### src/dpr_map.svh
// Constants for the page-mode and refresh DRAM controller: widths, counts and timing.
`ifndef DPR_MAP_SVH
`define DPR_MAP_SVH
`define DPR_ROW_W 9
`define DPR_COL_W 9
`define DPR_DATA_W 32
`define DPR_LANES 4
`define DPR_ROWS 512
`define DPR_WAKE_CYCLES 8
`define DPR_CT_MIN_CBR 8
`define DPR_CLK_NS 10
`define DPR_CEIL(ns) (((ns) + `DPR_CLK_NS - 1) / `DPR_CLK_NS)
`define DPR_FLOOR(ns) ((ns) / `DPR_CLK_NS)
`define DPR_MAX(a, b) (((a) > (b)) ? (a) : (b))
`define DPR_ROW_PRE_NS 50
`define DPR_ROW_ACT_NS 70
`define DPR_ROW_TO_COL_NS 20
`define DPR_COL_STROBE_ACTIVE_TIME_NS 20
`define DPR_COL_STROBE_PRECHARGE_TIME_NS 10
`define DPR_COL_STROBE_ACCESS_TIME_NS 20
`define DPR_ROW_STROBE_ACCESS_TIME_NS 70
`define DPR_COL_BEFORE_ROW_SETUP_TIME_NS 10
`define DPR_COL_HOLD_AFTER_ROW_NS 30
`define DPR_PAGE_CYCLE_TIME_NS 40
`define DPR_TRANSITION_NS 3
`define DPR_REFRESH_INTERVAL_NS 15600
`define DPR_PWR_WAIT_NS 200000
`define DPR_IDLE_MAX_NS 4000000
`define DPR_ROW_OPEN_MAX_NS 100000
`define DPR_COL_CYC (`DPR_MAX(`DPR_CEIL(`DPR_COL_STROBE_ACTIVE_TIME_NS), \
  `DPR_CEIL(`DPR_COL_STROBE_ACCESS_TIME_NS) + 1))
`define DPR_PAGE_CYC (`DPR_CEIL(`DPR_MAX(`DPR_PAGE_CYCLE_TIME_NS, \
  `DPR_COL_STROBE_ACTIVE_TIME_NS + `DPR_COL_STROBE_PRECHARGE_TIME_NS + 2 * `DPR_TRANSITION_NS)))
`define DPR_PAGE_PRE_CYC (`DPR_MAX(`DPR_CEIL(`DPR_COL_STROBE_PRECHARGE_TIME_NS), \
  `DPR_PAGE_CYC - `DPR_COL_CYC))
`define DPR_RCD_CYC (`DPR_MAX(`DPR_CEIL(`DPR_ROW_TO_COL_NS), \
  `DPR_CEIL(`DPR_ROW_STROBE_ACCESS_TIME_NS) + 1 - `DPR_COL_CYC))
`define DPR_RP_CYC (`DPR_CEIL(`DPR_ROW_PRE_NS))
`define DPR_RAS_CYC (`DPR_CEIL(`DPR_ROW_ACT_NS))
`define DPR_CSR_CYC (`DPR_CEIL(`DPR_COL_BEFORE_ROW_SETUP_TIME_NS))
`define DPR_CBR_CYC (`DPR_MAX(`DPR_RAS_CYC, `DPR_CEIL(`DPR_COL_HOLD_AFTER_ROW_NS)))
`define DPR_REFI_CYC (`DPR_FLOOR(`DPR_REFRESH_INTERVAL_NS))
`endif

### src/dpr_pkg.sv
// Types shared by the page-mode and refresh DRAM controller.
`include "dpr_map.svh"
package dpr_pkg;
  typedef enum logic [1:0] {
    OP_RD    = 2'h0,
    OP_WR    = 2'h1,
    OP_CT_RD = 2'h2,
    OP_CT_WR = 2'h3
  } dpr_op_e;
  typedef enum logic [10:0] {
    ST_PWR_WAIT = 11'h001,
    ST_IDLE     = 11'h002,
    ST_ROW      = 11'h004,
    ST_COL      = 11'h008,
    ST_PAGE     = 11'h010,
    ST_PRE      = 11'h020,
    ST_CBR_SET  = 11'h040,
    ST_CBR      = 11'h080,
    ST_ROR      = 11'h100,
    ST_HID_PRE  = 11'h200,
    ST_SPARE    = 11'h400
  } dpr_state_e;
  typedef struct packed {
    dpr_op_e                  op;
    logic [`DPR_ROW_W-1:0]    row;
    logic [`DPR_COL_W-1:0]    col;
    logic [`DPR_DATA_W-1:0]   wdata;
    logic [`DPR_LANES-1:0]    be;
  } dpr_req_s;
  typedef struct packed {
    logic [`DPR_DATA_W-1:0]   rdata;
    logic                     err;
  } dpr_rsp_s;
  typedef struct packed {
    logic                     ras_n;
    logic [`DPR_LANES-1:0]    cas_n;
    logic                     we_n;
    logic [`DPR_ROW_W-1:0]    addr;
    logic [`DPR_DATA_W-1:0]   dq_o;
    logic                     dq_oe;
  } dpr_pins_s;
endpackage

### src/dpr_host.sv
// Controller that drives a multiplexed-address DRAM module in page mode and refreshes it.
// Functional notes
// - Page mode keeps row strobe low and pulses column strobe per new column.
// - A page starts with a row latch and one full access, then column cycles.
// - Each page column cycle spans strobe active, precharge and two transitions.
// - Reads and writes may mix in any order inside one open row.
// - Refresh all 512 rows every 8 ms, one row each 15.6 us.
// - Row-only refresh: row address latched by row strobe, column strobe kept high.
// - Column strobe low before row strobe falls refreshes the internal counter row.
// - Hidden refresh: column strobe held low, row strobe precharged, then counter refresh.
// - Counter test only after at least eight counter-driven refresh cycles.
// - Counter test runs write, test read, test write, normal read, complement.
// - Wait 200 us at power-up, then eight row cycles; repeat after 4 ms idle.
`timescale 1ns/1ps
`include "dpr_map.svh"
module dpr_host #(
  parameter int unsigned INIT_WAIT_CYC = `DPR_CEIL(`DPR_PWR_WAIT_NS),
  parameter int unsigned IDLE_MAX_CYC  = `DPR_FLOOR(`DPR_IDLE_MAX_NS),
  parameter int unsigned RASP_MAX_CYC  = `DPR_FLOOR(`DPR_ROW_OPEN_MAX_NS)
) (
  input  wire logic                   clk_sys,
  input  wire logic                   resetn,
  input  wire logic                   req_valid,
  input  wire dpr_pkg::dpr_req_s      req,
  output logic                        req_ready,
  output logic                        rsp_valid,
  output dpr_pkg::dpr_rsp_s           rsp,
  input  wire logic                   refresh_en,
  input  wire logic                   refresh_cbr,
  input  wire logic                   hidden_en,
  output logic                        init_done,
  output dpr_pkg::dpr_pins_s          pins,
  input  wire logic [`DPR_DATA_W-1:0] dq_i
);
  import dpr_pkg::*;

  dpr_state_e             state_r;
  dpr_state_e             state_nxt;
  dpr_req_s               cur_r;
  dpr_req_s               sel;
  dpr_pins_s              pin_r;
  dpr_pins_s              pin_nxt;
  dpr_rsp_s               rsp_r;
  logic                   rsp_valid_r;
  logic [3:0]             tmr_r;
  logic                   tdone;
  logic                   take;
  logic                   refuse;
  logic                   ref_start;
  logic                   ref_pend_r;
  logic                   ref_due;
  logic [15:0]            refi_r;
  logic [19:0]            lng_r;
  logic [19:0]            rasp_r;
  logic                   rasp_over;
  logic [3:0]             wake_left_r;
  logic [3:0]             cbr_cnt_r;
  logic [`DPR_ROW_W-1:0]  ref_row_r;
  logic                   cyc_ct_r;
  logic                   ct_nxt;
  logic                   wake_go;

  function automatic logic [3:0] dur(input dpr_state_e st);
    case (st)
      ST_ROW:     dur = 4'(`DPR_RCD_CYC);
      ST_COL:     dur = 4'(`DPR_COL_CYC);
      ST_PAGE:    dur = 4'(`DPR_PAGE_PRE_CYC);
      ST_PRE:     dur = 4'(`DPR_RP_CYC);
      ST_HID_PRE: dur = 4'(`DPR_RP_CYC);
      ST_CBR_SET: dur = 4'(`DPR_CSR_CYC);
      ST_CBR:     dur = 4'(`DPR_CBR_CYC);
      ST_ROR:     dur = 4'(`DPR_RAS_CYC);
      default:    dur = 4'h1;
    endcase
  endfunction

  assign tdone     = (tmr_r == 4'h0);
  assign ref_due   = ref_pend_r & refresh_en;
  assign rasp_over = (rasp_r >= 20'(RASP_MAX_CYC - 2 * `DPR_PAGE_CYC));
  assign wake_go   = (state_r == ST_IDLE) && (wake_left_r != 4'h0);
  assign sel       = take ? req : cur_r;
  assign req_ready = take;
  assign rsp_valid = rsp_valid_r;
  assign rsp       = rsp_r;
  assign pins      = pin_r;
  assign init_done = (state_r != ST_PWR_WAIT) && (wake_left_r == 4'h0);

  // Sequencer: wake-up first, then due refresh, then user requests.
  always_comb begin
    state_nxt = state_r;
    take      = 1'b0;
    refuse    = 1'b0;
    ref_start = 1'b0;
    case (state_r)
      ST_PWR_WAIT: begin
        if (lng_r == 20'(INIT_WAIT_CYC - 1)) begin
          state_nxt = ST_IDLE;
        end
      end
      ST_IDLE: begin
        if (wake_left_r != 4'h0) begin
          state_nxt = ST_ROR;
        end else if (ref_due) begin
          ref_start = 1'b1;
          state_nxt = refresh_cbr ? ST_CBR_SET : ST_ROR;
        end else if (req_valid) begin
          take = 1'b1;
          if (req.op[1] && (cbr_cnt_r < 4'(`DPR_CT_MIN_CBR))) begin
            refuse = 1'b1;
          end else begin
            state_nxt = req.op[1] ? ST_CBR_SET : ST_ROW;
          end
        end
      end
      ST_ROW: begin
        if (tdone) begin
          state_nxt = ST_COL;
        end
      end
      ST_COL: begin
        if (tdone) begin
          if (ref_due && hidden_en && (cur_r.op == OP_RD)) begin
            ref_start = 1'b1;
            state_nxt = ST_HID_PRE;
          end else begin
            state_nxt = ST_PAGE;
          end
        end
      end
      ST_PAGE: begin
        if (tdone) begin
          // Stay in the open row only for a plain access to the same row.
          if (req_valid && !req.op[1] && (req.row == cur_r.row) && !ref_due && !rasp_over) begin
            take      = 1'b1;
            state_nxt = ST_COL;
          end else begin
            state_nxt = ST_PRE;
          end
        end
      end
      ST_PRE: begin
        if (tdone) begin
          state_nxt = ST_IDLE;
        end
      end
      ST_CBR_SET: begin
        if (tdone) begin
          state_nxt = ST_CBR;
        end
      end
      ST_HID_PRE: begin
        if (tdone) begin
          state_nxt = ST_CBR;
        end
      end
      ST_CBR, ST_ROR: begin
        if (tdone) begin
          state_nxt = ST_PRE;
        end
      end
      default: state_nxt = ST_IDLE;
    endcase
  end

  assign ct_nxt = take ? (req.op[1] & ~refuse) : (ref_start ? 1'b0 : cyc_ct_r);

  // Pin values follow the next state so every strobe leaves a flip-flop.
  always_comb begin
    pin_nxt.ras_n = 1'b1;
    pin_nxt.cas_n = 4'hF;
    pin_nxt.we_n  = 1'b1;
    pin_nxt.addr  = pin_r.addr;
    pin_nxt.dq_o  = pin_r.dq_o;
    pin_nxt.dq_oe = 1'b0;
    case (state_nxt)
      ST_ROW: begin
        pin_nxt.ras_n = 1'b0;
        pin_nxt.addr  = sel.row;
      end
      ST_COL: begin
        pin_nxt.ras_n = 1'b0;
        pin_nxt.addr  = sel.col;
        pin_nxt.cas_n = (sel.op == OP_WR) ? ~sel.be : 4'h0;
        if (sel.op == OP_WR) begin
          pin_nxt.we_n  = 1'b0;
          pin_nxt.dq_o  = sel.wdata;
          pin_nxt.dq_oe = 1'b1;
        end
      end
      ST_PAGE: pin_nxt.ras_n = 1'b0;
      ST_ROR: begin
        pin_nxt.ras_n = 1'b0;
        pin_nxt.addr  = ref_row_r;
      end
      ST_CBR_SET, ST_CBR: begin
        pin_nxt.cas_n = 4'h0;
        pin_nxt.ras_n = (state_nxt != ST_CBR);
        if (ct_nxt) begin
          pin_nxt.addr = sel.col;
          if (sel.op == OP_CT_WR) begin
            pin_nxt.we_n  = 1'b0;
            pin_nxt.dq_o  = sel.wdata;
            pin_nxt.dq_oe = 1'b1;
          end
        end
      end
      ST_HID_PRE: pin_nxt.cas_n = 4'h0;
      default: pin_nxt.ras_n = 1'b1;
    endcase
  end

  always_ff @(posedge clk_sys or negedge resetn) begin
    if (!resetn) begin
      state_r  <= ST_PWR_WAIT;
      cur_r    <= '0;
      cyc_ct_r <= 1'b0;
    end else begin
      state_r  <= state_nxt;
      cur_r    <= sel;
      cyc_ct_r <= ct_nxt;
    end
  end

  always_ff @(posedge clk_sys or negedge resetn) begin
    if (!resetn) begin
      pin_r <= '{ras_n: 1'b1, cas_n: 4'hF, we_n: 1'b1, addr: '0, dq_o: '0, dq_oe: 1'b0};
    end else begin
      pin_r <= pin_nxt;
    end
  end

  always_ff @(posedge clk_sys or negedge resetn) begin
    if (!resetn) begin
      tmr_r <= 4'h0;
    end else if ((state_nxt != state_r) || take) begin
      tmr_r <= dur(state_nxt) - 4'h1;
    end else if (!tdone) begin
      tmr_r <= tmr_r - 4'h1;
    end
  end

  // Read data is sampled on the last edge of the column cycle, with the column strobe still low.
  always_ff @(posedge clk_sys or negedge resetn) begin
    if (!resetn) begin
      rsp_valid_r <= 1'b0;
      rsp_r       <= '0;
    end else begin
      rsp_valid_r <= 1'b0;
      if (refuse) begin
        rsp_valid_r <= 1'b1;
        rsp_r.err   <= 1'b1;
      end else if (tdone && ((state_r == ST_COL) || ((state_r == ST_CBR) && cyc_ct_r))) begin
        rsp_valid_r <= 1'b1;
        rsp_r.err   <= 1'b0;
        if (!cur_r.op[0]) begin
          rsp_r.rdata <= dq_i;
        end
      end
    end
  end

  // A refresh request raised in the cycle it is served still stands.
  always_ff @(posedge clk_sys or negedge resetn) begin
    if (!resetn) begin
      refi_r     <= 16'h0000;
      ref_pend_r <= 1'b0;
    end else begin
      if (refi_r == 16'(`DPR_REFI_CYC - 1)) begin
        refi_r     <= 16'h0000;
        ref_pend_r <= 1'b1;
      end else begin
        refi_r <= refi_r + 16'h0001;
        if (ref_start) begin
          ref_pend_r <= 1'b0;
        end
      end
    end
  end

  // One long counter serves the power-up pause and then the idle watchdog.
  always_ff @(posedge clk_sys or negedge resetn) begin
    if (!resetn) begin
      lng_r       <= 20'h00000;
      wake_left_r <= 4'h0;
    end else begin
      if (state_r == ST_PWR_WAIT) begin
        if (lng_r == 20'(INIT_WAIT_CYC - 1)) begin
          lng_r       <= 20'h00000;
          wake_left_r <= 4'(`DPR_WAKE_CYCLES);
        end else begin
          lng_r <= lng_r + 20'h00001;
        end
      end else if (!pin_nxt.ras_n) begin
        lng_r <= 20'h00000;
      end else if (lng_r == 20'(IDLE_MAX_CYC - 1)) begin
        lng_r       <= 20'h00000;
        wake_left_r <= 4'(`DPR_WAKE_CYCLES);
      end else begin
        lng_r <= lng_r + 20'h00001;
      end
      if (wake_go) begin
        wake_left_r <= wake_left_r - 4'h1;
      end
    end
  end

  // Row-only refresh walks the rows itself; the module keeps its own counter.
  always_ff @(posedge clk_sys or negedge resetn) begin
    if (!resetn) begin
      ref_row_r <= '0;
      cbr_cnt_r <= 4'h0;
      rasp_r    <= 20'h00000;
    end else begin
      if ((state_r == ST_IDLE) && (state_nxt == ST_ROR)) begin
        ref_row_r <= ref_row_r + `DPR_ROW_W'(1);
      end
      if ((state_nxt == ST_CBR) && (state_r != ST_CBR) && (cbr_cnt_r < 4'(`DPR_CT_MIN_CBR))) begin
        cbr_cnt_r <= cbr_cnt_r + 4'h1;
      end
      rasp_r <= pin_r.ras_n ? 20'h00000 : rasp_r + 20'h00001;
    end
  end

endmodule

### config.mk
export PLATFORM = sky130hd
export DESIGN_NAME = dpr_host
export DESIGN_NICKNAME = d
export VERILOG_FILES = /design/src/dpr_pkg.sv /design/src/dpr_host.sv
export VERILOG_INCLUDE_DIRS = /design/src
export SDC_FILE = /design/constraint.sdc
export NUM_CORES = 1
export LEC_CHECK = 0
export BUFFER_PORTS_ARGS = -buffer_cell sky130_fd_sc_hd__buf_4
export CAP_MARGIN = 5
export CORE_MARGIN = 8
export CORE_UTILIZATION = 60
export DETAILED_ROUTE_END_ITERATION = 12
export PLACE_DENSITY = 0.84
export SLEW_MARGIN = 20
export SYNTH_ARGS = -nofsm -noshare
export SYNTH_HDL_FRONTEND = slang
export SYNTH_SLANG_ARGS = --single-unit
### constraint.sdc
create_clock -name clk_sys -period 9 [get_ports clk_sys]
set_clock_uncertainty 0.2 [all_clocks]
set_input_delay 0.45 -clock clk_sys [delete_from_list [all_inputs] [get_ports clk_sys]]
set_output_delay 0.45 -clock clk_sys [all_outputs]
set_load 0.05 [all_outputs]
==> run_results.csv <==
group,metric,value,unit
outcome,status,"complete, but fails checks",
outcome,violations,"negative hold slack",
logic_synthesis,yosys_warnings,0,
grt,antenna_found_initial,0,
grt,busiest_layer,"met2",
timing,fin_ws,4.49,ns
timing,tightest_slew,0.995,ns
finish,areaGrowthSynthToFinish,29.3,%
floorplanning,num_rows,49,
clock_tree,cts_hold_buf,73,
clock_tree,clock-sinks,228,
power_and_ir_drop,p_switching,1.09,mW
timing,max-slew-margin-rel,33.6,%
clock_tree,cts_resized,0,
logic_synthesis,synth.yosys.seq_area_share,53.5,%
floorplanning,die-area,22300,um^2
power_and_ir_drop,p_int,2.13,mW
route,post_drt_wl_per_cell,22.7,um
clock_tree,cts_buffers,24,
timing,hold_viol,1,
hold_path,hold_depth,3,
clock_tree,clock_path_buffers,3,
finish,utilization,78.0,%
setup_path,crit_fanout,48,
route,drt_wl_total,34000,um
power_and_ir_drop,finalPower,3.22,mW
logic_synthesis,syn-num-nets,1103,
logic_synthesis,synth_area_leaders,"dfrtp_1 (52%), nand2_1 (5.8%), mux2_2 (4.7%)",
grt,grt_util_met1,34.5,%
grt,grt_pass1_wl,52700,um
logic_synthesis,synthCells,1000,
setup_path,startpoint_type,"flop",
logic_synthesis,ys_ff_latch,228,
clock_tree,root_buffer,"clkbuf_16",
clock_tree,clk_pin_slew,0.07,ns
placed_design,io_buffer_count,177,
finish,fill_cells,1048,
setup_path,reg2reg_setup_slack,4.49,ns
route,vias,9048,
grt,use_met3,5.02,%
floorplanning,fp.dieH,149,um
grt,overflow,0,
grt,first_global_vias,9430,
clock_tree,cts_post_setup_buffers_inserted,0,
grt,grt_max_degree,81,
clock_tree,cts_tree,"done",
setup_path,startpoint,"state_r[1]",
finish,final_cell_mix,"dfrtp_1 (221), buf_4 (185), nand2_1 (166), nor2_1 (77), dlygate4sd3_1 (74)",
logic_synthesis,yosysUniqueCellTypes,73,
setup_path,required,9.19,ns
floorplanning,initial_utilization,60.3,%
power_and_ir_drop,p_sw_share,33.9,%
grt,gr-usage-met2,52.7,%
setup_path,rr_worst_depth,10,
logic_synthesis,async_flop_share,100,%
timing,fin_crit_sh,50.1,%
timing,fmax,222,MHz
timing,setup_viol_count_final,0,
timing,grt_setup_unrepaired,"false",
logic_synthesis,synthFlopType,"dfrtp_1",
finish,regArea,5710,um^2
grt,grtUsageTotal,30.1,%
logic_synthesis,netlist.top_cell.by_area,"dfrtp_1",
route,route.detailed.drc,0,
route,drtPass1Iterations,5,
power_and_ir_drop,p_leak,6.96,nW
route,via_per_inst,6.04,
timing,finalSetupTns,0,ns
placed_design,dpl_worst_slack,4.60,ns
setup_path,endpoint_kind,"flop",
logic_synthesis,netlist.area_leader.share,51.7,%
finish,layout-drive-gt1-share,26.5,%
timing,finalMaxSlewViolations,0,
placed_design,gp_congestion,0.954,
setup_path,worstReg2RegStart,"state_r[1]",
finish,final_common_cell,"dfrtp_1",
finish,multi_input_area,4680,um^2
hold_path,hp-class,"in2reg",
power_and_ir_drop,power_frac_seq,41.4,%
floorplanning,die_width,149,um
clock_tree,cts_htree_levels,1,
floorplanning,num_io_pins,178,
logic_synthesis,syn_area,10700,um^2
clock_tree,insertion_delay,0.52,ns
finish,final_nets,1352,
logic_synthesis,avgSynthCellArea,10.7,um^2
power_and_ir_drop,powerDensity,233,nW/um^2
run,maxCapViolations,0,
floorplanning,core-area,17700,um^2
route,ant_nets,0,
power_and_ir_drop,pwr-share-comb,25.1,%
timing,hold_slack,-0.00172,ns
logic_synthesis,synth_edf_count,0,
setup_path,rr_endpoint,"pins[1]",
power_and_ir_drop,peakVddDrop,0.214,mV
setup_path,critical_path_class,"reg2reg",
power_and_ir_drop,p_clk_share,33.5,%
setup_path,crit_path_end,"pins[1]",
timing,fin_crit,4.51,ns
route,first_iter_violations,750,
setup_path,cp.arrival,4.70,ns
placed_design,hpwl,19600,um
## power groups by stage
stage               sequential (mW)  clock [mW]  combinational, mW
finish                         1.33        1.08              0.807
global route                   1.34        1.12              0.866
floorplan                      1.33           0              0.473
global placement               1.32           0              0.704
CTS                            1.31        1.06              0.762
detailed placement             1.33           0              0.719
## final cells by class
cell class / count / share of cell area [%]
sequential: 228 / 41.4
multi-input combinational: 700 / 33.9
timing repair buffer: 260 / 15.5
clock buffer: 33 / 5.18
tap: 229 / 2.07
clock inverter: 11 / 0.987
inverter: 35 / 0.951
antenna: 3 / 0.0543
## routing by layer
metal,part of all wire [%],vias to the layer above
li1,-,3974
met1,36,4471
met2,52,464
met3,6.1,139
met4,6.0,0
met5,0,-
## worst min-delay path by stage
stage,slack [ns],from,end
after floorplan,-0.05,resetn,cbr_cnt_r[0]
after global placement,0.24,cur_r[5],cur_r[5]
after detailed placement,0.25,cur_r[5],cur_r[5]
after CTS,0.0009,req[3],cur_r[3]
after global routing,0.004,req[3],cur_r[3]
final,-0.002,req[35],cur_r[35]
## registers in the layout, indices dropped and copies added, names as in the netlist
register,flops
cbr_cnt_r,4
cur_r,56
cyc_ct_r,1
lng_r,20
pins,48
rasp_r,20
ref_pend_r,1
ref_row_r,9
refi_r,16
rsp,33
rsp_valid,1
state_r,11
tmr_r,4
wake_left_r,4
## synthesized netlist by cell type, types with 14 or more instances
master    count
xnor2_1      33
mux2i_1      20
mux2_2       45
nor4_1       16
nor3_1       14
a21oi_1      26
nor2_1       78
dfrtp_1     221
nand2_1     166
clkbuf_1     29
xor2_1       38
inv_1        35
mux2_4       30
o21ai_0      24
nand4_1      27
nand3_1      38
## per-stage QoR
stage | instance area [um^2] | std cells
2_1_floorplan | 10700 | 1000
3_3_place_gp | 12200 | 1378
3_5_place_dp | 12200 | 1378
4_1_cts | 13800 | 1495
5_1_grt | 13800 | 1496
6_report | 13800 | 1499
## cell families after synthesis
group           count (synthesis)  synth area share, %
compound gates                 97                 6.05
xor+xnor                       71                 5.82
fa+ha+maj                       9                 1.05
buf+inv                        72                 2.84
flops                         228                 53.5
mux                            98                 11.4
other cells                     1               0.0351
simple gates                  424                 19.4
## worst max-delay path, cell delays in order, from the launching register on
cell	delay, ns
dfrtp_1	0.52
nor4_2	0.76
nand3_1	0.25
nor3_1	0.54
a31oi_4	0.14
buf_4	0.34
mux2i_1	0.41
nor2_2	0.12
a21oi_4	0.16
buf_4	0.51
mux2_2	0.41
Power figures use the tool's default switching activity.
